`src/core/plcb_regs.svh`:
```
// Offsets, fields, reset values and timing counts of the clock block.
`ifndef PLCB_REGS_SVH
`define PLCB_REGS_SVH
`define PLCB_ADDR_W 8
`define PLCB_OFF_LOOP_CTRL 8'h00
`define PLCB_OFF_LOOP_BW 8'h04
`define PLCB_OFF_IRQ_STAT 8'h08
`define PLCB_OFF_IRQ_EN 8'h0c
`define PLCB_OFF_IRQ_CLR 8'h10
`define PLCB_CTRL_IRQ_EN_BIT 7
`define PLCB_CTRL_FLAG_BIT 6
`define PLCB_CTRL_LOOP_ON_BIT 5
`define PLCB_CTRL_SRC_SEL_BIT 4
`define PLCB_BW_AUTO_BIT 7
`define PLCB_BW_LOCK_BIT 6
`define PLCB_BW_TRK_BIT 5
`define PLCB_EV_TRACK 0
`define PLCB_EV_LOCK 1
`define PLCB_EV_STOP 2
`define PLCB_EV_N 3
`define PLCB_CTRL_UNUSED 8'h0f
`define PLCB_RST_LOOP_ON 1'b1
`define PLCB_SW_EDGES 2'h2
`define PLCB_RESP_OKAY 2'h0
`define PLCB_RESP_SLVERR 2'h2
`endif

```
`src/core/plcb_pkg.sv`:
```
// Types shared by the clock block's modules.
package plcb_pkg;
    typedef struct packed {
        logic valid;
        logic [7:0] addr;
        logic [31:0] data;
        logic [3:0] strb;
    } plcb_wr_s;
    typedef enum logic {
        PLCB_SW_RUN = 1'b0,
        PLCB_SW_HOLD = 1'b1
    } plcb_sw_e;
endpackage

```
`src/core/plcb_top.sv`:
```
// Low-power and break-state control of the PLL clock generator, with its register file.
//
// Functional notes
// RULE1: Generator keeps running, outputs unchanged, in wait.
// RULE2: Software drops source select before loop-on.
// RULE3: Loop stays on and interrupting during wait.
// RULE4: Stop forces crystal, base and loop interrupt outputs low.
// RULE5: Stop clears source select when VCO selected.
// RULE6: After stop, crystal halved; select stays clear.
// RULE7: Clear-enable set lets break-time clears work.
// RULE8: Flags cleared in break stay cleared.
// RULE9: Clear-enable low protects loop flag in break.
// RULE10: Auto mode sets tracking flag leaving acquisition.
// RULE11: Auto mode sets lock flag on tolerance.
// RULE12: Auto mode flags interrupt on every lock change.
// RULE13: Source change within three edges, output held.
// RULE14: Select needs loop on; loop-on kept while selected.
// RULE15: Break and clear-enable inputs gate flag clears.
`timescale 1ns/10ps
`default_nettype none
`include "plcb_regs.svh"
module plcb_top
    import plcb_pkg::*;
(
    input wire logic SYS_CLK_IN, // System clock, 20 MHz.
    input wire logic SYS_RST_IN, // Synchronous reset, high.
    input wire logic XTAL_CLK_IN, // Crystal clock level.
    input wire logic VCO_CLK_IN, // VCO clock level.
    input wire logic STOP_IN, // Stop mode, high while stopped.
    input wire logic WAIT_IN, // Wait mode, high while waiting.
    input wire logic BREAK_IN, // Break state from break module.
    input wire logic BREAK_CLEAR_EN_IN, // Break clear enable.
    input wire logic ACQ_DONE_IN, // Tracking tolerance met.
    input wire logic LOCK_MET_IN, // Lock tolerance met.
    output logic CRYSTAL_CLK_OUT, // Gated crystal clock.
    output logic BASE_CLK_OUT, // Base clock, source halved.
    output logic CLKGEN_IRQ_OUT, // Loop interrupt request.
    output logic VCO_LOOP_ON_OUT, // Loop enable to the VCO.
    output logic IRQ_OUT, // Status interrupt, level.
    input wire logic [7:0] S_AXI_AWADDR, // AXI write address.
    input wire logic S_AXI_AWVALID, // AXI write address valid.
    output logic S_AXI_AWREADY, // AXI write address ready.
    input wire logic [31:0] S_AXI_WDATA, // AXI write data.
    input wire logic [3:0] S_AXI_WSTRB, // AXI write strobes.
    input wire logic S_AXI_WVALID, // AXI write data valid.
    output logic S_AXI_WREADY, // AXI write data ready.
    output logic [1:0] S_AXI_BRESP, // AXI write response.
    output logic S_AXI_BVALID, // AXI write response valid.
    input wire logic S_AXI_BREADY, // AXI write response ready.
    input wire logic [7:0] S_AXI_ARADDR, // AXI read address.
    input wire logic S_AXI_ARVALID, // AXI read address valid.
    output logic S_AXI_ARREADY, // AXI read address ready.
    output logic [31:0] S_AXI_RDATA, // AXI read data.
    output logic [1:0] S_AXI_RRESP, // AXI read response.
    output logic S_AXI_RVALID, // AXI read valid.
    input wire logic S_AXI_RREADY // AXI read ready.
);
    localparam int EVN = `PLCB_EV_N;

    plcb_wr_s wr;
    logic rd_en, rd_hit, wr_hit;
    logic [7:0] rd_addr;
    logic [31:0] rd_data;

    // Control and status state.
    logic irq_en, next_irq_en;
    logic loop_flag, next_loop_flag;
    logic loop_on, next_loop_on;
    logic src_sel, next_src_sel;
    logic auto_bw, next_auto_bw;
    logic manual_trk, next_manual_trk;
    logic trk_auto, next_trk_auto;
    logic lock_st, next_lock_st;
    logic stop_q, next_stop_q;
    logic xtal_gate, next_xtal_gate;
    logic [EVN-1:0] stat, next_stat;
    logic [EVN-1:0] stat_en, next_stat_en;
    logic [EVN-1:0] events;

    // Decoded strobes.
    logic clr_ok, stop_rise;
    logic wr_ctrl, wr_bw, wr_en, wr_clr;
    logic rd_ctrl;
    logic [7:0] wbyte;
    logic sw_busy;

    // Bus front end.
    plcb_axil u_axil (
        .clk_in(SYS_CLK_IN),
        .rst_in(SYS_RST_IN),
        .awaddr_in(S_AXI_AWADDR),
        .awvalid_in(S_AXI_AWVALID),
        .awready_out(S_AXI_AWREADY),
        .wdata_in(S_AXI_WDATA),
        .wstrb_in(S_AXI_WSTRB),
        .wvalid_in(S_AXI_WVALID),
        .wready_out(S_AXI_WREADY),
        .bresp_out(S_AXI_BRESP),
        .bvalid_out(S_AXI_BVALID),
        .bready_in(S_AXI_BREADY),
        .araddr_in(S_AXI_ARADDR),
        .arvalid_in(S_AXI_ARVALID),
        .arready_out(S_AXI_ARREADY),
        .rdata_out(S_AXI_RDATA),
        .rresp_out(S_AXI_RRESP),
        .rvalid_out(S_AXI_RVALID),
        .rready_in(S_AXI_RREADY),
        .wr_out(wr),
        .rd_en_out(rd_en),
        .rd_addr_out(rd_addr),
        .rd_data_in(rd_data),
        .rd_hit_in(rd_hit),
        .wr_hit_in(wr_hit)
    );

    // Base clock source switch, held still during changes.
    plcb_clk_switch u_switch (
        .clk_in(SYS_CLK_IN),
        .rst_in(SYS_RST_IN),
        .xtal_in(XTAL_CLK_IN),
        .vco_in(VCO_CLK_IN),
        .sel_in(src_sel), // RULE13
        .stop_in(STOP_IN), // RULE4
        .base_out(BASE_CLK_OUT),
        .busy_out(sw_busy)
    );

    // Address decode; only the low byte lane carries register bits.
    always_comb begin
        wbyte = wr.strb[0] ? wr.data[7:0] : 8'h00;
        wr_ctrl = wr.valid && wr.strb[0] && wr.addr == `PLCB_OFF_LOOP_CTRL;
        wr_bw = wr.valid && wr.strb[0] && wr.addr == `PLCB_OFF_LOOP_BW;
        wr_en = wr.valid && wr.strb[0] && wr.addr == `PLCB_OFF_IRQ_EN;
        wr_clr = wr.valid && wr.strb[0] && wr.addr == `PLCB_OFF_IRQ_CLR;
        wr_hit = wr.addr == `PLCB_OFF_LOOP_CTRL || wr.addr == `PLCB_OFF_LOOP_BW ||
                 wr.addr == `PLCB_OFF_IRQ_EN || wr.addr == `PLCB_OFF_IRQ_CLR;
        rd_ctrl = rd_en && rd_addr == `PLCB_OFF_LOOP_CTRL;
    end

    // Flag clears work outside break, or in break with clear-enable set.
    assign clr_ok = !BREAK_IN || BREAK_CLEAR_EN_IN; // RULE15 RULE7 RULE9
    assign stop_rise = STOP_IN && !stop_q;

    // Events that feed the sticky status register.
    always_comb begin
        events = '0;
        events[`PLCB_EV_TRACK] = next_trk_auto && !trk_auto; // RULE10
        events[`PLCB_EV_LOCK] = next_lock_st && !lock_st; // RULE11
        events[`PLCB_EV_STOP] = stop_rise;
    end

    // Read multiplexer; the loop flag and lock read as zero in manual mode.
    always_comb begin
        rd_data = 32'h0;
        rd_hit = 1'b1;
        unique case (rd_addr)
            `PLCB_OFF_LOOP_CTRL: begin
                rd_data[7:0] = `PLCB_CTRL_UNUSED;
                rd_data[`PLCB_CTRL_IRQ_EN_BIT] = irq_en;
                rd_data[`PLCB_CTRL_FLAG_BIT] = loop_flag && auto_bw;
                rd_data[`PLCB_CTRL_LOOP_ON_BIT] = loop_on;
                rd_data[`PLCB_CTRL_SRC_SEL_BIT] = src_sel;
            end
            `PLCB_OFF_LOOP_BW: begin
                rd_data[`PLCB_BW_AUTO_BIT] = auto_bw;
                rd_data[`PLCB_BW_LOCK_BIT] = lock_st;
                rd_data[`PLCB_BW_TRK_BIT] = auto_bw ? trk_auto : manual_trk;
            end
            `PLCB_OFF_IRQ_STAT: rd_data[EVN-1:0] = stat;
            `PLCB_OFF_IRQ_EN: rd_data[EVN-1:0] = stat_en;
            `PLCB_OFF_IRQ_CLR: rd_data = 32'h0;
            default: rd_hit = 1'b0;
        endcase
    end

    // Next values of the control and status state.
    always_comb begin
        next_irq_en = irq_en;
        next_loop_flag = loop_flag;
        next_loop_on = loop_on;
        next_src_sel = src_sel;
        next_auto_bw = auto_bw;
        next_manual_trk = manual_trk;
        next_stop_q = STOP_IN;
        next_stat_en = stat_en;
        next_stat = stat;
        // Wait mode gates nothing, so the generator and its interrupt keep running.
        next_xtal_gate = XTAL_CLK_IN && !STOP_IN; // RULE1 RULE4

        // Loop status tracks the analog detector only with the loop on in auto mode.
        next_trk_auto = auto_bw && loop_on && ACQ_DONE_IN; // RULE10
        next_lock_st = auto_bw && loop_on && LOCK_MET_IN; // RULE11 RULE3

        // Control register write with the select and loop-on interlock.
        if (wr_ctrl) begin
            next_irq_en = wbyte[`PLCB_CTRL_IRQ_EN_BIT];
            next_src_sel = wbyte[`PLCB_CTRL_SRC_SEL_BIT] && loop_on; // RULE14
            next_loop_on = wbyte[`PLCB_CTRL_LOOP_ON_BIT] || src_sel; // RULE14 RULE2
        end

        // Stop returns the base clock to the crystal; select stays clear afterwards.
        if (STOP_IN) begin
            next_src_sel = 1'b0; // RULE5 RULE6
        end

        // Bandwidth register; the manual tracking value is kept while auto runs.
        if (wr_bw) begin
            next_auto_bw = wbyte[`PLCB_BW_AUTO_BIT];
            if (!auto_bw) begin
                next_manual_trk = wbyte[`PLCB_BW_TRK_BIT];
            end
        end

        // Loop flag: cleared by a control read, set on lock change; set wins.
        if (rd_ctrl && clr_ok) begin
            next_loop_flag = 1'b0; // RULE9 RULE7 RULE8
        end
        if (!auto_bw) begin
            next_loop_flag = 1'b0;
        end else if (next_lock_st != lock_st) begin
            next_loop_flag = 1'b1; // RULE12
        end

        // Sticky status: write one to clear, gated in break; new events win.
        if (wr_en) begin
            next_stat_en = wbyte[EVN-1:0];
        end
        if (wr_clr && clr_ok) begin
            next_stat = stat & ~wbyte[EVN-1:0]; // RULE7 RULE8
        end
        next_stat = next_stat | events;
    end

    // Control and status registers.
    always_ff @(posedge SYS_CLK_IN) begin
        if (SYS_RST_IN) begin
            irq_en <= 1'b0;
            loop_flag <= 1'b0;
            loop_on <= `PLCB_RST_LOOP_ON;
            src_sel <= 1'b0;
            auto_bw <= 1'b0;
            manual_trk <= 1'b0;
            trk_auto <= 1'b0;
            lock_st <= 1'b0;
            stop_q <= 1'b0;
            xtal_gate <= 1'b0;
            stat <= '0;
            stat_en <= '0;
        end else begin
            irq_en <= next_irq_en;
            loop_flag <= next_loop_flag;
            loop_on <= next_loop_on;
            src_sel <= next_src_sel;
            auto_bw <= next_auto_bw;
            manual_trk <= next_manual_trk;
            trk_auto <= next_trk_auto;
            lock_st <= next_lock_st;
            stop_q <= next_stop_q;
            xtal_gate <= next_xtal_gate;
            stat <= next_stat;
            stat_en <= next_stat_en;
        end
    end

    // Outputs; the loop interrupt is masked at once by stop, not a cycle late.
    assign CRYSTAL_CLK_OUT = xtal_gate; // RULE4
    assign CLKGEN_IRQ_OUT = loop_flag && irq_en && auto_bw && !STOP_IN; // RULE4 RULE3
    assign VCO_LOOP_ON_OUT = loop_on; // RULE3
    assign IRQ_OUT = |(stat & stat_en);
endmodule
`default_nettype wire

```
`src/core/plcb_axil.sv`:
```
// AXI4-Lite slave front end that turns bus transfers into register strobes.
`timescale 1ns/10ps
`default_nettype none
`include "plcb_regs.svh"
module plcb_axil
    import plcb_pkg::*;
(
    input wire logic clk_in, // System clock.
    input wire logic rst_in, // Synchronous reset, high.
    input wire logic [7:0] awaddr_in, // Write address.
    input wire logic awvalid_in, // Write address valid.
    output logic awready_out, // Write address ready.
    input wire logic [31:0] wdata_in, // Write data.
    input wire logic [3:0] wstrb_in, // Write byte strobes.
    input wire logic wvalid_in, // Write data valid.
    output logic wready_out, // Write data ready.
    output logic [1:0] bresp_out, // Write response.
    output logic bvalid_out, // Write response valid.
    input wire logic bready_in, // Write response ready.
    input wire logic [7:0] araddr_in, // Read address.
    input wire logic arvalid_in, // Read address valid.
    output logic arready_out, // Read address ready.
    output logic [31:0] rdata_out, // Read data.
    output logic [1:0] rresp_out, // Read response.
    output logic rvalid_out, // Read data valid.
    input wire logic rready_in, // Read data ready.
    output plcb_wr_s wr_out, // Register write strobe.
    output logic rd_en_out, // Register read strobe.
    output logic [7:0] rd_addr_out, // Register read address.
    input wire logic [31:0] rd_data_in, // Register read value.
    input wire logic rd_hit_in, // Read address is mapped.
    input wire logic wr_hit_in // Write address is mapped.
);
    logic aw_held, w_held, next_aw_held, next_w_held;
    logic [7:0] addr, next_addr;
    logic [31:0] data, next_data, next_rdata;
    logic [3:0] strb, next_strb;
    logic next_bvalid, next_rvalid;
    logic [1:0] next_bresp, next_rresp;

    // Address and data are taken in either order and held until both are present.
    assign awready_out = !aw_held && !bvalid_out;
    assign wready_out = !w_held && !bvalid_out;
    assign arready_out = !rvalid_out;
    assign rd_en_out = arvalid_in && arready_out;
    assign rd_addr_out = araddr_in;
    assign wr_out = '{valid: aw_held && w_held && !bvalid_out, addr: addr, data: data, strb: strb};

    // Next channel state; a write fires in the same cycle that both halves are first held.
    always_comb begin
        next_aw_held = aw_held;
        next_w_held = w_held;
        next_addr = addr;
        next_data = data;
        next_strb = strb;
        next_bvalid = bvalid_out;
        next_bresp = bresp_out;
        next_rvalid = rvalid_out;
        next_rdata = rdata_out;
        next_rresp = rresp_out;
        if (awvalid_in && awready_out) begin
            next_aw_held = 1'b1;
            next_addr = awaddr_in;
        end
        if (wvalid_in && wready_out) begin
            next_w_held = 1'b1;
            next_data = wdata_in;
            next_strb = wstrb_in;
        end
        if (wr_out.valid) begin
            next_aw_held = 1'b0;
            next_w_held = 1'b0;
            next_bvalid = 1'b1;
            next_bresp = wr_hit_in ? `PLCB_RESP_OKAY : `PLCB_RESP_SLVERR;
        end else if (bvalid_out && bready_in) begin
            next_bvalid = 1'b0;
        end
        if (rd_en_out) begin
            next_rvalid = 1'b1;
            next_rdata = rd_data_in;
            next_rresp = rd_hit_in ? `PLCB_RESP_OKAY : `PLCB_RESP_SLVERR;
        end else if (rvalid_out && rready_in) begin
            next_rvalid = 1'b0;
        end
    end

    // Channel state registers.
    always_ff @(posedge clk_in) begin
        if (rst_in) begin
            aw_held <= 1'b0;
            w_held <= 1'b0;
            addr <= 8'h00;
            data <= 32'h0;
            strb <= 4'h0;
            bvalid_out <= 1'b0;
            bresp_out <= 2'h0;
            rvalid_out <= 1'b0;
            rdata_out <= 32'h0;
            rresp_out <= 2'h0;
        end else begin
            aw_held <= next_aw_held;
            w_held <= next_w_held;
            addr <= next_addr;
            data <= next_data;
            strb <= next_strb;
            bvalid_out <= next_bvalid;
            bresp_out <= next_bresp;
            rvalid_out <= next_rvalid;
            rdata_out <= next_rdata;
            rresp_out <= next_rresp;
        end
    end
endmodule
`default_nettype wire

```
`src/core/plcb_clk_switch.sv`:
```
// Base clock source switch with a static hold during changeover and divide by two.
`timescale 1ns/10ps
`default_nettype none
`include "plcb_regs.svh"
module plcb_clk_switch
    import plcb_pkg::*;
(
    input wire logic clk_in, // System clock.
    input wire logic rst_in, // Synchronous reset, high.
    input wire logic xtal_in, // Crystal clock level.
    input wire logic vco_in, // VCO clock level.
    input wire logic sel_in, // Requested source, 1 selects VCO.
    input wire logic stop_in, // Stop mode level.
    output logic base_out, // Selected clock halved.
    output logic busy_out // Changeover in progress.
);
    plcb_sw_e state, next_state;
    logic xtal_q, vco_q, active, next_active, next_base;
    logic [1:0] xcnt, vcnt, next_xcnt, next_vcnt;
    logic xrise, vrise, src_rise;

    assign xrise = xtal_in && !xtal_q;
    assign vrise = vco_in && !vco_q;
    assign src_rise = active ? vrise : xrise;
    assign busy_out = (state == PLCB_SW_HOLD);

    // Hold the output still until both clocks have shown two edges, which
    // keeps the change within three edges of each and avoids a runt pulse.
    always_comb begin
        next_state = state;
        next_active = active;
        next_base = base_out;
        next_xcnt = xcnt;
        next_vcnt = vcnt;
        if (stop_in) begin
            next_state = PLCB_SW_RUN; // RULE4
            next_active = 1'b0; // RULE6
            next_base = 1'b0; // RULE4
        end else begin
            unique case (state)
                PLCB_SW_RUN: begin
                    if (sel_in != active) begin
                        next_state = PLCB_SW_HOLD; // RULE13
                        next_xcnt = 2'h0;
                        next_vcnt = 2'h0;
                    end else if (src_rise) begin
                        next_base = !base_out;
                    end
                end
                PLCB_SW_HOLD: begin
                    if (xrise && xcnt != `PLCB_SW_EDGES) next_xcnt = xcnt + 2'h1;
                    if (vrise && vcnt != `PLCB_SW_EDGES) next_vcnt = vcnt + 2'h1;
                    if (xcnt == `PLCB_SW_EDGES && vcnt == `PLCB_SW_EDGES) begin
                        next_state = PLCB_SW_RUN; // RULE13
                        next_active = sel_in;
                    end
                end
            endcase
        end
    end

    // Switch state registers.
    always_ff @(posedge clk_in) begin
        if (rst_in) begin
            state <= PLCB_SW_RUN;
            active <= 1'b0;
            base_out <= 1'b0;
            xcnt <= 2'h0;
            vcnt <= 2'h0;
            xtal_q <= 1'b0;
            vco_q <= 1'b0;
        end else begin
            state <= next_state;
            active <= next_active;
            base_out <= next_base;
            xcnt <= next_xcnt;
            vcnt <= next_vcnt;
            xtal_q <= xtal_in;
            vco_q <= vco_in;
        end
    end
endmodule
`default_nettype wire

```
`config.mk`:
```
export PLATFORM = sky130hd
export DESIGN_NAME = plcb_top
export DESIGN_NICKNAME = d
export VERILOG_FILES = /design/src/core/plcb_pkg.sv /design/src/core/plcb_top.sv /design/src/core/plcb_axil.sv /design/src/core/plcb_clk_switch.sv
export VERILOG_INCLUDE_DIRS = /design/src /design/src/core
export SDC_FILE = /design/constraint.sdc
export NUM_CORES = 1
export LEC_CHECK = 0
export BUFFER_PORTS_ARGS = -buffer_cell sky130_fd_sc_hd__clkbuf_2
export CAP_MARGIN = 15
export CORE_MARGIN = 5
export CORE_UTILIZATION = 49
export CTS_BUF_LIST = sky130_fd_sc_hd__clkbuf_8
export CTS_CLUSTER_DIAMETER = 30
export DETAILED_ROUTE_END_ITERATION = 10
export PLACE_DENSITY = 0.83
export SYNTH_ARGS = -nofsm -noshare
export SYNTH_HDL_FRONTEND = slang
export SYNTH_SLANG_ARGS = --single-unit
```
`constraint.sdc`:
```
create_clock -name SYS_CLK_IN -period 2.45 [get_ports SYS_CLK_IN]
set_input_delay 0 -clock SYS_CLK_IN [delete_from_list [all_inputs] [get_ports SYS_CLK_IN]]
set_output_delay 0 -clock SYS_CLK_IN [all_outputs]
set_load 0.02 [all_outputs]
```
## Word level (Yosys, flattened, before mapping)

Cells that the tools add are included.

| word-level totals | value |
|---|---|
| register bits after elaboration | 58 |
| input port bits | 67 |
| output and inout port bits | 46 |
| word-level logic and storage cells | 145 |

| cells by class | value |
|---|---|
| add/sub/neg operators | 2 |
| eq/ne operators | 16 |
| mux-type cells | 24 |
| bitwise operators | 8 |
| reductions and logical operators | 66 |

Operators with widths:

| operator | count |
|---|---|
| $logic_and A1 B1 Y1 | 34 |
| $eq A8 B4 Y1 const B | 3 |
| $eq A8 B3 Y1 const B | 2 |
| $eq A8 B5 Y1 const B | 2 |
| $logic_not A8 Y1 | 2 |
| $logic_not A1 Y1 | 12 |
| $mux W2 | 6 |
| $mux W1 | 11 |
| $pmux W3 S3 | 1 |
| $reduce_and A3 Y1 | 3 |
| $mux W8 | 1 |
| $ne A2 B2 Y1 const B | 4 |
| $pmux W2 S2 | 2 |
| $and A3 B3 Y3 | 2 |
| $pmux W3 S2 | 1 |
| $reduce_bool A2 Y1 | 3 |
| $reduce_or A2 Y1 | 3 |
| $logic_or A1 B1 Y1 | 5 |
| $reduce_or A5 Y1 | 1 |
| $add A2 B1 Y2 const B | 2 |
| $eq A2 B2 Y1 const B | 2 |
| $not A1 Y1 | 4 |
| $reduce_and A2 Y1 | 2 |
| $mux W3 | 1 |
| other kinds (6) | 7 |

## Depth between registers and ports, before layout

Gate-level depths: netlist (run 1).

| logic depth | value |
|---|---|
| depth in word-level cells | 7 |
| depth in mapped cells | 6 |
| gate-level depth less buffers | 6 |

## Hierarchy

A second synthesis (run 1) with hierarchy kept.

| unflattened totals | value |
|---|---|
| cells, all modules | 530 |
| area total of the unflattened synthesis | 4342.9 µm² |

Modules (own cells, without submodules):

| module | instances | cells an instance | area an instance (µm²) |
|---|---|---|---|
| plcb_axil | 1 | 372 | 2984.1 |
| plcb_top | 1 | 113 | 927.1 |
| plcb_clk_switch | 1 | 45 | 431.7 |

## Least setup slack after synthesis (run 1)

Ideal clock, no wire load.

| path | value |
|---|---|
| path kind | register -> register |
| start | register u_axil.addr[0] |
| end | register stat[1] |
| setup time | 133 ps |
| arrival time | 1590 ps |
| slack | 727 ps |
| cell stages (with the launch flop) | 5 |
| period minus slack after synthesis | 1723 ps |
| cell sequence | dfxtp_1 -> or4_4 -> or3_4 -> nor4_4 -> a311oi_1 |

| on the way | value |
|---|---|
| longest elaborated chain between the ends | 5 |

RTL lines:

| element | line | RTL |
|---|---|---|
| start, declared | plcb_axil.sv:35 | `logic [7:0] addr, next_addr;` |
| start signal, assigned | plcb_axil.sv:103 | `addr <= next_addr;` |
| $eq A8 B5 Y1 (no line) | -- |  |
| $logic_and A1 B1 Y1 (no line) | -- |  |
| $logic_and A1 B1 Y1 | plcb_top.sv:228 | `if (wr_clr && clr_ok) begin` |
| $mux W3 | plcb_top.sv:228 |  |
| $or A3 B3 Y3 | plcb_top.sv:231 | `next_stat = next_stat \| events;` |
| end signal, assigned | plcb_top.sv:260 | `stat <= next_stat;` |
| end, declared | plcb_top.sv:76 | `logic [EVN-1:0] stat, next_stat;` |

Every way passes these cells.
A chain may end at the register's enable or synchronous reset.

## Final worst setup path (run 1)

Same ends and word-level chain as after synthesis.

==> results of run 1 <==
==> layer usage <==
| metal | vias to the layer above | share of wire, % | track usage (%) | wire length, um |
|---|---|---|---|---|
| met5 | - | 0 | 0 | 0 |
| met4 | 0 | 2.0 | 5.98 | 115 |
| met3 | 11 | 5.7 | 4.34 | 328 |
| met2 | 67 | 53 | 32.0 | 3040 |
| met1 | 1052 | 39 | 19.4 | 2240 |
| li1 | 1124 | - | - | - |
==> worst paths after layout <==
| check | startpoint | endpoint | slack [ps] | cells after the start |
|---|---|---|---|---|
| max | u_axil.addr[0]$_SDFFE_PP0P_ | stat[1]$_SDFF_PP0_ | 590 | 4 |
| min | STOP_IN | u_switch.busy_out$_SDFF_PP0_ | 50 | 2 |
| max reg2reg | u_axil.addr[0]$_SDFFE_PP0P_ | stat[1]$_SDFF_PP0_ | 590 | 4 |
| min reg2reg | u_axil.rdata_out[1]$_SDFFE_PP0N_ | u_axil.rdata_out[1]$_SDFFE_PP0N_ | 460 | 2 |
==> kinds of logic (layout without fill, tap and decap cells) <==
kind of cell / after synthesis / in the layout / share of synthesized area, %
XOR/XNOR: 2 / 2 / 0.688
adder cells (fa/ha/maj): 3 / 3 / 1.47
AND/OR/NAND/NOR: 123 / 123 / 26.8
flip-flops: 54 / 54 / 42.4
buffers and inverters: 49 / 97 / 11.1
other: 1 / 26 / 0.147
AO/OA/AOI/OAI: 56 / 56 / 13.0
multiplexers: 11 / 11 / 4.37
==> power breakdown <==
| part | switching [mW] | total, mW | internal [mW] |
|---|---|---|---|
| Clock | 0.276 | 0.468 | 0.192 |
| Sequential | 0.0270 | 0.934 | 0.907 |
| Combinational | 0.151 | 0.242 | 0.0911 |
| Total | 0.453 | 1.64 | 1.19 |
==> synth_stat cells (all sizes together), types with 4 or more instances <==
master	count
nand3	4
nor2	19
nand3b	4
buf	29
inv	12
mux2i	10
nand2b	5
dfxtp	54
nor2b	7
nor3	6
nand2	52
nor4	7
a21oi	32
o21ai	10
clkbuf	8
==> registers in the layout, indices dropped and copies added, names as in the netlist, 2 cells and up <==
signal / count
stat: 3
u_axil.data: 6
u_switch.vcnt: 2
stat_en: 3
u_switch.xcnt: 2
u_axil.addr: 8
u_axil.rdata_out: 8
==> metrics by stage <==
stage               power [mW]  hold slack, ps  utilization, %
finish                    1.64            52.8            60.5
global route              1.73            63.7            60.5
CTS                       1.65            48.0            60.5
detailed placement        1.17             229            54.8
global placement          1.16             225            54.8
floorplan                 1.13             128               -
==> cell type report <==
class                   count  area (sq um)  area share, %
multi-input cells         221          1280           41.6
flip-flops and latches     54          1080           35.2
repair buffers             78           498           16.2
well taps                  70          87.6           2.85
clock buffers               5          68.8           2.24
inverters                  12          45.0           1.47
clock inverters             2          11.3          0.367
==> worst register-to-register path, cell delays in order (launching register included) <==
cell	delay, ps
dfxtp_1	320
or4_4	590
or3_4	400
nor4_4	290
a311oi_1	140
==> parameters.txt, run 1 <==
Parameter                              Value

Floorplan
  Boundary pin count    between 100 and 150
  Number of standard-cell rows in the floorplan    26
  Vertical die dimension    around 82 um
  Area of the die    6740 sq um
  Core area    5070 sq um
  Initial Util    about half
  Die X-Extent    a little over 80 um

Power and ir drop
  Highest ir drop seen on vdd    about 0.00041 V
  Pleak    1.23 nW
  Pwr/cell area    around 540 nW/um^2

Logic synthesis
  Distinct cell type count of the synthesized netlist    between 40 and 50
  Number of flops mapped to enable cells by yosys    0
  Leading post-synthesis cells by cell area    dfxtp_1 42%, buf_4 7.7%, nand2_1 7.7%, a21oi_1 6.3%, mux2i_1 3.9%
  Register bit total from synthesis    54
  Dominant register cell in the synthesized netlist    dfxtp_1
  Post-synthesis average cell area    roughly 8.5 sq um
  Synthesized netlist cell count    between 200 and 300
  Share of flip-flops with an asynchronous set or reset after synthesis    0%
  Netlist area before placement    2550 sq um
  Part of the Yosys area used for sequential elements    about 42%
  Top cell type's share of synthesized area    42.4%
  Yosys warning count    0
  Most area-hungry cell type in the Yosys netlist    dfxtp_1

STA
  Relative max-transition margin    between 50 and 60%
  Maximum clock frequency    between 0.5 and 0.6 GHz
  Final Skew    between 5 and 6 ps
  Unrepaired setup endpoints after global routing    false
  Slew of the pin with the lowest slew margin    732 ps
  Total Negative Setup Slacks    0 ps
  Final Worst Setup Slack    between 500 and 600 ps
  Hold Fails Final Rpt    0
  Shortest period the worst path allows    between 1500 and 2000 ps
  Post-route clock period utilization    about three quarters
  Fin. max-slew vios    0
  Final setup fails    0

Clock tree
  Count of buffers added by post-CTS timing repair for setup    0
  Count of hold-fix buffers inserted at cts    21
  Cells resized by post-CTS repair    0
  CTS root buffer    clkbuf_8
  Max H-tree Level    2
  Sink Count    54
  Clock transition at the register clock pins on the worst setup and hold paths after CTS    roughly 90 ps
  Clock latency on the worst-skew pair    a little over 300 ps
  TritonCTS clock tree    yes
  Cts bufs inserted    5
  Max Root-Sink Buffers    2

Layout
  Most used cells in the layout excluding fill and tap cells    56 x clkbuf_2, 54 x dfxtp_1, 52 x nand2_1
  Most frequent standard cell in the layout excluding fill and tap cells    clkbuf_2
  Final #Nets    442
  Non-filler cells, final    approximately 440
  Signed area change from the synthesized netlist to the final layout    20.5%
  Share of cells above drive strength 1    19.6%
  Post-route design area    3070 sq um
  Count of antenna diodes in the layout    0
  Fill count    around 430

Global routing
  Overall track demand over capacity in global routing    approximately 17%
  Global-route wire length before repair    between 9000 and 10000 um
  Maximum number of pins on one net before global-route repair    49
  Vias in the first global route    2100
  Overflow left after global routing    0
  Initial antenna violation count    0

Place
  Detailed placement HPWL    roughly 4100 um
  Placed instance count    between 400 and 500
  Gpl congestion    0.846
  Input/output buffers    56
  Post-placement cell area    2780 sq um
  Pre-CTS worst setup slack    618 ps

Routing
  Antenna violation net count after detailed routing    0
  DRT Wirelength    between 5000 and 6000 um
  Routed length per instance    around 13 um
  Overall via count from detail_route    roughly 2300
  Violation count after the first detailed-routing iteration    between 150 and 200
  First drt pass iteration count    4
  DRC errors left    0
  Post-detailed-route via-to-cell ratio    between 5 and 6

Worst setup path
  Worst path required time    roughly 2600 ps
  Critical Path Start Type    flip-flop
  Critical path data arrival time    just over 2000 ps
  Classification of the worst setup path    reg2reg
  Largest incremental delay on the critical path    about 590 ps
  Cells along the critical path    or4_4 > or3_4 > nor4_4 > a311oi_1
  Cell with the biggest individual delay on the critical path    or4_4
  Endpoint type of the worst setup path    flip-flop
  Worst-path fanout max    4
  Buffers & Inverters on Critical Path    0
  Cell class contributing the biggest share of worst-path delay    simple AND/OR/NAND/NOR gates

Run
  Max_cap viols    0

Outcome
  Run status    finished, final reports clean

Worst hold path
  Min-Delay Path Class    in2reg
Note: power is estimated with default switching activity, not from simulation.
==> inputs of run 2 (changes only) <==
--- a/config.mk
+++ b/config.mk
@@ -6,14 +6,15 @@
 export SDC_FILE = /design/constraint.sdc
 export NUM_CORES = 1
 export LEC_CHECK = 0
+export ABC_AREA = 1
 export BUFFER_PORTS_ARGS = -buffer_cell sky130_fd_sc_hd__clkbuf_2
 export CAP_MARGIN = 15
 export CORE_MARGIN = 5
-export CORE_UTILIZATION = 49
+export CORE_UTILIZATION = 44
 export CTS_BUF_LIST = sky130_fd_sc_hd__clkbuf_8
 export CTS_CLUSTER_DIAMETER = 30
 export DETAILED_ROUTE_END_ITERATION = 10
-export PLACE_DENSITY = 0.83
+export PLACE_DENSITY = 0.78
 export SYNTH_ARGS = -nofsm -noshare
 export SYNTH_HDL_FRONTEND = slang
 export SYNTH_SLANG_ARGS = --single-unit
==> constraint.sdc (replaced) <==
create_clock -name SYS_CLK_IN -period 1.5 [get_ports SYS_CLK_IN]
set_input_delay 0 -clock SYS_CLK_IN [delete_from_list [all_inputs] [get_ports SYS_CLK_IN]]
set_output_delay 0 -clock SYS_CLK_IN [all_outputs]
set_load 0.02 [all_outputs]
==> run 2 against run 1 <==
Global-route usage is 2.0 points lower. Largest power group unchanged. Utilization is 5.8 points lower. Synthesized cell count up 23%. Hold slack better by 25 ps. Count of clock-buffer cells in the layout unchanged. Cell count grew 18%.
==> parameters.txt, run 2 <==
Parameter                              Value

Outcome
  Run status    finished, final reports clean (unchanged)

Clock tree
  Max Root-Sink Buffers    2 (unchanged)
  Sink Count    54 (unchanged)
  TritonCTS clock tree    yes (unchanged)
  Clock latency on the worst-skew pair    320 ps (was 310 ps)
  CTS root buffer    clkbuf_8 (unchanged)
  Count of buffers added by post-CTS timing repair for setup    0 (unchanged)
  Max H-tree Level    2 (unchanged)
  Cts bufs inserted    5 (unchanged)
  Clock transition at the register clock pins on the worst setup and hold paths after CTS    100 ps (was 90 ps)

STA
  Hold Fails Final Rpt    0 (unchanged)
  Post-route clock period utilization    87.3%
  Fin. max-slew vios    0 (unchanged)
  Unrepaired setup endpoints after global routing    false (unchanged)
  Maximum clock frequency    0.764 GHz
  Total Negative Setup Slacks    0 ps (unchanged)
  Final setup fails    0 (unchanged)
  Shortest period the worst path allows    1310 ps
  Final Skew    5.22 ps (was 5.49 ps)
  Final Worst Setup Slack    190 ps (was 593 ps)

Layout
  Post-route design area    3200 sq um (was 3070 sq um)
  Share of cells above drive strength 1    18.8% (was 19.6%)
  Top Registers    u_axil.addr: 8 flops, u_axil.rdata_out: 8 flops, u_axil.data: 6 flops (unchanged)
  Final #Nets    516 (was 442)
  Signed area change from the synthesized netlist to the final layout    22.2% (was 20.5%)
  Count of antenna diodes in the layout    0 (unchanged)
  Non-filler cells, final    522 (was 442)
  Most frequent standard cell in the layout excluding fill and tap cells    nor2_1 (was clkbuf_2)
  Most used cells in the layout excluding fill and tap cells    66 x nor2_1, 56 x clkbuf_2, 54 x dfxtp_1 (was 56 x clkbuf_2, 54 x dfxtp_1, 52 x nand2_1)
  End-of-flow core utilization    54.7% (was 60.5%)

Floorplan
  Vertical die dimension    87.1 um (was 82.1 um)
  Area of the die    7590 sq um (was 6740 sq um)
  Boundary pin count    113 (unchanged)
  Core area    5850 sq um (was 5070 sq um)
  Number of standard-cell rows in the floorplan    28 (was 26)
  Initial Util    44.8% (was 50.2%)
  Die X-Extent    87.1 um (was 82.1 um)

Global routing
  Overall track demand over capacity in global routing    15.5% (was 17.4%)
  Global-route wire length before repair    9410 um (was 9130 um)
  Vias in the first global route    2272 (was 2100)
  Overflow left after global routing    0 (unchanged)
  Maximum number of pins on one net before global-route repair    33 (was 49)
  Initial antenna violation count    0 (unchanged)

Logic synthesis
  Top cell types by occurrence after synthesis    66 x nor2_1, 54 x dfxtp_1, 53 x nand2_1, 40 x inv_1 (was 54 x dfxtp_1, 52 x nand2_1, 32 x a21oi_1, 26 x buf_4, 19 x nor2_1)
  Part of the Yosys area used for sequential elements    41.3% (was 42.4%)
  Top cell type's share of synthesized area    41.3% (was 42.4%)
  Dominant register cell in the synthesized netlist    dfxtp_1 (unchanged)
  Yosys warning count    0 (unchanged)
  Post-synthesis average cell area    7.14 sq um (was 8.52 sq um)
  Dominant cell by count in the synthesized netlist    nor2_1 (was dfxtp_1)
  Number of flops mapped to enable cells by yosys    0 (unchanged)
  Share of flip-flops with an asynchronous set or reset after synthesis    0% (unchanged)
  Register bit total from synthesis    54 (unchanged)
  Synthesized netlist cell count    367 (was 299)
  Distinct cell type count of the synthesized netlist    30 (was 45)
  Most area-hungry cell type in the Yosys netlist    dfxtp_1 (unchanged)
  Leading post-synthesis cells by cell area    dfxtp_1 41%, nor2_1 9.5%, nand2_1 7.6%, buf_4 7.5%, inv_1 5.7% (was dfxtp_1 42%, buf_4 7.7%, nand2_1 7.7%, a21oi_1 6.3%, mux2i_1 3.9%)
  Netlist area before placement    2620 sq um (was 2550 sq um)

Routing
  First drt pass iteration count    4 (unchanged)
  Routed length per instance    10.9 um (was 13.0 um)
  DRC errors left    0 (unchanged)
  Antenna violation net count after detailed routing    0 (unchanged)
  Overall via count from detail_route    2403 (was 2254)
  Post-detailed-route via-to-cell ratio    4.60 (was 5.10)
  DRT Wirelength    5710 um (was 5730 um)
  Violation count after the first detailed-routing iteration    101 (was 169)

Worst setup path
  Classification of the worst setup path    reg2out (was reg2reg)
  Critical Path Start Type    flip-flop (unchanged)
  Worst path required time    1500 ps (was 2620 ps)
  Largest incremental delay on the critical path    450 ps (was 590 ps)
  Cell with the biggest individual delay on the critical path    dfxtp_1 (was or4_4)
  Critical path data arrival time    1310 ps (was 2030 ps)
  Cells along the critical path    nand2_1 > nor3_1 > clkbuf_2 (was or4_4 > or3_4 > nor4_4 > a311oi_1)
  Worst-path fanout max    7 (was 4)
  Endpoint type of the worst setup path    output pin (was flip-flop)

Power and ir drop
  Reg power frac    50.9% (was 56.8%)
  Part of the total power dissipated in the clock network    34.0% (was 28.5%)
  Net Switching    0.859 mW (was 0.453 mW)
  Pleak    1.46 nW (was 1.23 nW)
  Pwr/cell area    947 nW/um^2 (was 535 nW/um^2)
  Highest ir drop seen on vdd    0.000470 V (was 0.000413 V)
  Switch share    28.3% (was 27.6%)
  Portion of total power attributed to combinational logic    15.1% (was 14.7%)
  Internal portion of total power    2.17 mW (was 1.19 mW)

Place
  Detailed placement HPWL    4200 um (was 4130 um)
  Pre-CTS worst setup slack    256 ps (was 618 ps)
  Placed instance count    492 (was 414)
  Input/output buffers    56 (unchanged)
  Gpl congestion    0.778 (was 0.846)
  Post-placement cell area    2860 sq um (was 2780 sq um)

Run
  Max_cap viols    0 (unchanged)

Worst hold path
  Min-Delay Path Class    in2reg (unchanged)
[run 2: changes by cell type after synthesis, moves of 6 or more]
cell and change:
nand3_1 +24, clkbuf_1 -6, nor2b_1 -7, mux2i_1 -10, inv_1 +28, nor2_1 +47
o21ai_0 +18
[run 2: area by class of cell]
cell class	count	area [sq um]
clock buffer	5	68.8
clock inverter	3	47.5
fill	565	2650
inverter	42	159
multi-input combinational	262	1230
sequential	54	1080
tap	75	93.8
timing repair buffer	81	523
[run 2: timing repair]
| action | 4_1_cts | 5_1_grt |
|---|---|---|
| endpoints found under the hold margin | 24 | 0 |
| gates resized for setup | 0 | 0 |
| hold buffers | 22 | 0 |
[run 2: per-layer routing]
layer	wire, um	up-vias	share of wire [%]	track usage [%]
li1	-	1275	-	-
met1	2470	1055	43	17.7
met3	390	8	6.8	3.41
met5	0	-	0	0
met2	2770	65	48	28.1
met4	78	0	1.4	5.44
[run 2: power groups by stage]
stage	logic, mW	registers [mW]	clock network, mW
6_report	0.457	1.54	1.03
5_1_grt	0.508	1.55	1.10
4_1_cts	0.455	1.54	1.05
3_5_place_dp	0.409	1.57	0
3_3_place_gp	0.399	1.57	0
2_1_floorplan	0.342	1.57	0
[run 2: path summary, 6_finish.rpt]
kind,start,to,slack (ps),cells past startpoint
worst max register to register,u_axil.addr[0]$_SDFFE_PP0P_,stat[0]$_SDFF_PP0_,220,6
worst min-delay path,S_AXI_WVALID,u_axil.strb[0]$_SDFFE_PP0P_,80,3
worst max-delay path,auto_bw$_SDFFE_PP0P_,CLKGEN_IRQ_OUT,190,3
worst min register to register,stop_q$_SDFF_PP0_,stat[2]$_SDFF_PP0_,450,1
[run 2: through the flow]
stage	power, mW	hold slack (ps)
after floorplan	1.92	88.7
after global placement	1.97	224
after detailed placement	1.98	230
after CTS	3.04	72.9
after global routing	3.16	109
final	3.03	78.1
[run 2: critical path, delay by kind of cell (launching register included)]
family / cells / cell delay (ps)
buffers and inverters: 1 / 210
flip-flops: 1 / 450
AND/OR/NAND/NOR: 2 / 330
[run 2: kinds of logic (layout without fill, tap and decap cells)]
| logic type | after synthesis | in the layout | share of synthesized area [%] |
|---|---|---|---|
| flip-flops | 54 | 54 | 41.3 |
| other | 1 | 26 | 0.143 |
| AND/OR/NAND/NOR | 174 | 174 | 30.3 |
| adder cells (fa/ha/maj) | 3 | 3 | 1.43 |
| AO/OA/AOI/OAI | 59 | 59 | 11.4 |
| buffers and inverters | 76 | 131 | 15.5 |
==> inputs of run 3 (changes only) <==
--- a/config.mk
+++ b/config.mk
@@ -9,6 +9,7 @@
 export ABC_AREA = 1
 export BUFFER_PORTS_ARGS = -buffer_cell sky130_fd_sc_hd__clkbuf_2
 export CAP_MARGIN = 15
+export CORE_ASPECT_RATIO = 0.8
 export CORE_MARGIN = 5
 export CORE_UTILIZATION = 44
 export CTS_BUF_LIST = sky130_fd_sc_hd__clkbuf_8
==> run 3 against run 2 <==
Register-to-register slack got worse by 50 ps. Power decreased by 7.4%. Global-route usage increased by 0.30 points. Routed wire length decreased by 0.49%.
==> parameters.txt, run 3 (synthesis gave the netlist of run 2 again) <==
Parameter                              Value

Place
  Input/output buffers    56 (unchanged)
  Gpl congestion    0.841 (was 0.778)
  Placed instance count    499 (was 492)
  Detailed placement HPWL    4430 um (was 4200 um)

Clock tree
  Count of buffers added by post-CTS timing repair for setup    0 (unchanged)
  TritonCTS clock tree    yes (unchanged)
  Max H-tree Level    2 (unchanged)
  CTS root buffer    clkbuf_8 (unchanged)
  Max Root-Sink Buffers    2 (unchanged)
  Clock latency on the worst-skew pair    300 ps (was 320 ps)
  Sink Count    54 (unchanged)
  Clock transition at the register clock pins on the worst setup and hold paths after CTS    90 ps (was 100 ps)
  Cts bufs inserted    5 (unchanged)

STA
  Shortest period the worst path allows    1330 ps (was 1310 ps)
  Total Negative Setup Slacks    0 ps (unchanged)
  Unrepaired setup endpoints after global routing    false (unchanged)
  Maximum clock frequency    0.752 GHz (was 0.764 GHz)
  Hold Fails Final Rpt    0 (unchanged)
  Final setup fails    0 (unchanged)
  Fin. max-slew vios    0 (unchanged)
  Post-route clock period utilization    88.6% (was 87.3%)
  Final Skew    7.61 ps (was 5.22 ps)

Worst setup path
  Worst-path fanout max    4 (was 7)
  Critical path data arrival time    1520 ps (was 1310 ps)
  Cell with the most instances on the worst path    o21ai_0
  Critical Path Start Type    flip-flop (unchanged)
  Cell class contributing the biggest share of worst-path delay    compound AO/OA/AOI/OAI gates (was flip-flops)
  Cell with the biggest individual delay on the critical path    dfxtp_1 (unchanged)
  Buffers & Inverters on Critical Path    1 (unchanged)
  Cells along the critical path    inv_1 > ha_1 > o21ai_0 > nand3_1 > o21ai_0 > a21oi_1 (was nand2_1 > nor3_1 > clkbuf_2)
  Largest incremental delay on the critical path    310 ps (was 450 ps)
  Worst path required time    1690 ps (was 1500 ps)
  Classification of the worst setup path    reg2reg (was reg2out)
  Endpoint type of the worst setup path    flip-flop (was output pin)

Floorplan
  Area of the die    7600 sq um (was 7590 sq um)
  Die X-Extent    96.3 um (was 87.1 um)
  Vertical die dimension    79 um (was 87.1 um)
  Initial Util    44.8% (about the same)
  Boundary pin count    113 (unchanged)
  Number of standard-cell rows in the floorplan    25 (was 28)
  Core area    5850 sq um (about the same)

Layout
  Most frequent standard cell in the layout excluding fill and tap cells    nor2_1 (unchanged)
  Final #Nets    516 (unchanged)
  Area taken by flip-flops and latches    1080 sq um (unchanged)
  Signed area change from the synthesized netlist to the final layout    21.4% (was 22.2%)
  Count of antenna diodes in the layout    0 (unchanged)
  Top Registers    u_axil.addr: 8 flops, u_axil.rdata_out: 8 flops, u_axil.data: 6 flops (unchanged)
  Fill count    568 (was 565)
  Combined area of the multi-input logic cells    1230 sq um (unchanged)
  Share of cells above drive strength 1    18.8% (unchanged)
  Non-filler cells, final    528 (was 522)
  Most used cells in the layout excluding fill and tap cells    66 x nor2_1, 56 x clkbuf_2, 54 x dfxtp_1 (unchanged)

Routing
  First drt pass iteration count    5 (was 4)
  Routed length per instance    10.8 um (was 10.9 um)
  DRT Wirelength    5690 um (was 5710 um)
  Post-detailed-route via-to-cell ratio    4.60 (about the same)
  Violation count after the first detailed-routing iteration    110 (was 101)
  Overall via count from detail_route    2430 (was 2403)
  Antenna violation net count after detailed routing    0 (unchanged)
  DRC errors left    0 (unchanged)

Global routing
  Overflow left after global routing    0 (unchanged)
  Vias in the first global route    2250 (was 2272)
  Maximum number of pins on one net before global-route repair    19 (was 33)
  Global-route wire length before repair    9680 um (was 9410 um)
  Overall track demand over capacity in global routing    15.8% (was 15.5%)
  Initial antenna violation count    0 (unchanged)

Outcome
  Run status    finished, final reports clean (unchanged)

Power and ir drop
  Pleak    1.46 nW (about the same)
  Highest ir drop seen on vdd    0.000542 V (was 0.000470 V)
  Pwr/cell area    882 nW/um^2 (was 947 nW/um^2)

Worst hold path
  Min-Delay Path Class    in2reg (unchanged)

Run
  Max_cap viols    0 (unchanged)
[run 3: cell types whose count changed in the layout (fill, tap and decap cells not counted)]
| cell | delta |
|---|---|
| inv_1 | +1 |
| clkinv_2 | +1 |
| bufinv_16 | -1 |
| inv_6 | -2 |
| clkbuf_8 | +1 |
| buf_4 | +1 |
| dlygate4sd3_1 | -1 |
[run 3: area by class of cell]
| cell class | count | area share (%) |
|---|---|---|
| clock inverters | 2 | 0.275 |
| well taps | 81 | 3.19 |
| inverters | 42 | 5.00 |
| flip-flops and latches | 54 | 34.0 |
| multi-input cells | 262 | 38.6 |
| repair buffers | 81 | 16.4 |
| clock buffers | 6 | 2.60 |
[run 3: path summary, 6_finish.rpt]
kind | to | cells after the start | from | slack [ps]
setup / recovery | u_switch.xcnt[1]$_SDFFE_PP0P_ | 6 | u_switch.xcnt[0]$_SDFFE_PP0P_ | 170
hold / removal | u_axil.rvalid_out$_SDFFE_PP0P_ | 3 | S_AXI_RREADY | 10
setup reg to reg | u_switch.xcnt[1]$_SDFFE_PP0P_ | 6 | u_switch.xcnt[0]$_SDFFE_PP0P_ | 170
hold reg to reg | stat[2]$_SDFF_PP0_ | 1 | stop_q$_SDFF_PP0_ | 430
[run 3: worst min-delay path: stages]
cell and delay (ps):
clkbuf_2 80, nor2_1 40, o21a_1 160
[run 3: metal layers]
layer | global-route usage, % | part of all wire [%] | vias to the layer above
li1 | - | - | 1276
met1 | 20.8 | 46 | 1080
met2 | 25.9 | 47 | 67
met3 | 3.60 | 6.4 | 7
met4 | 3.69 | 1.0 | 0
met5 | 0 | 0 | -
[run 3: stage by stage]
stage	area (sq um)	worst slack [ps]	hold WS, ps	power (mW)	utilization, %
after floorplan	2710	176	88.7	1.92	-
after global placement	2880	281	228	1.97	49.2
after detailed placement	2880	248	236	1.99	49.2
after CTS	3180	169	9.28	2.83	54.4
after global routing	3180	17.2	15.4	2.95	54.4
final	3180	171	13.8	2.80	54.4
[run 3: where the power goes]
part | total [mW] | switching [mW] | internal [mW]
combinational | 0.458 | 0.293 | 0.164
clock | 0.808 | 0.441 | 0.366
sequential | 1.54 | 0.0437 | 1.50
total | 2.80 | 0.778 | 2.03
[run 3: what timing repair did]
item,in CTS,in global routing
gates resized for setup,0,0
hold buffers,21,0
hold endpoints to repair,22,0
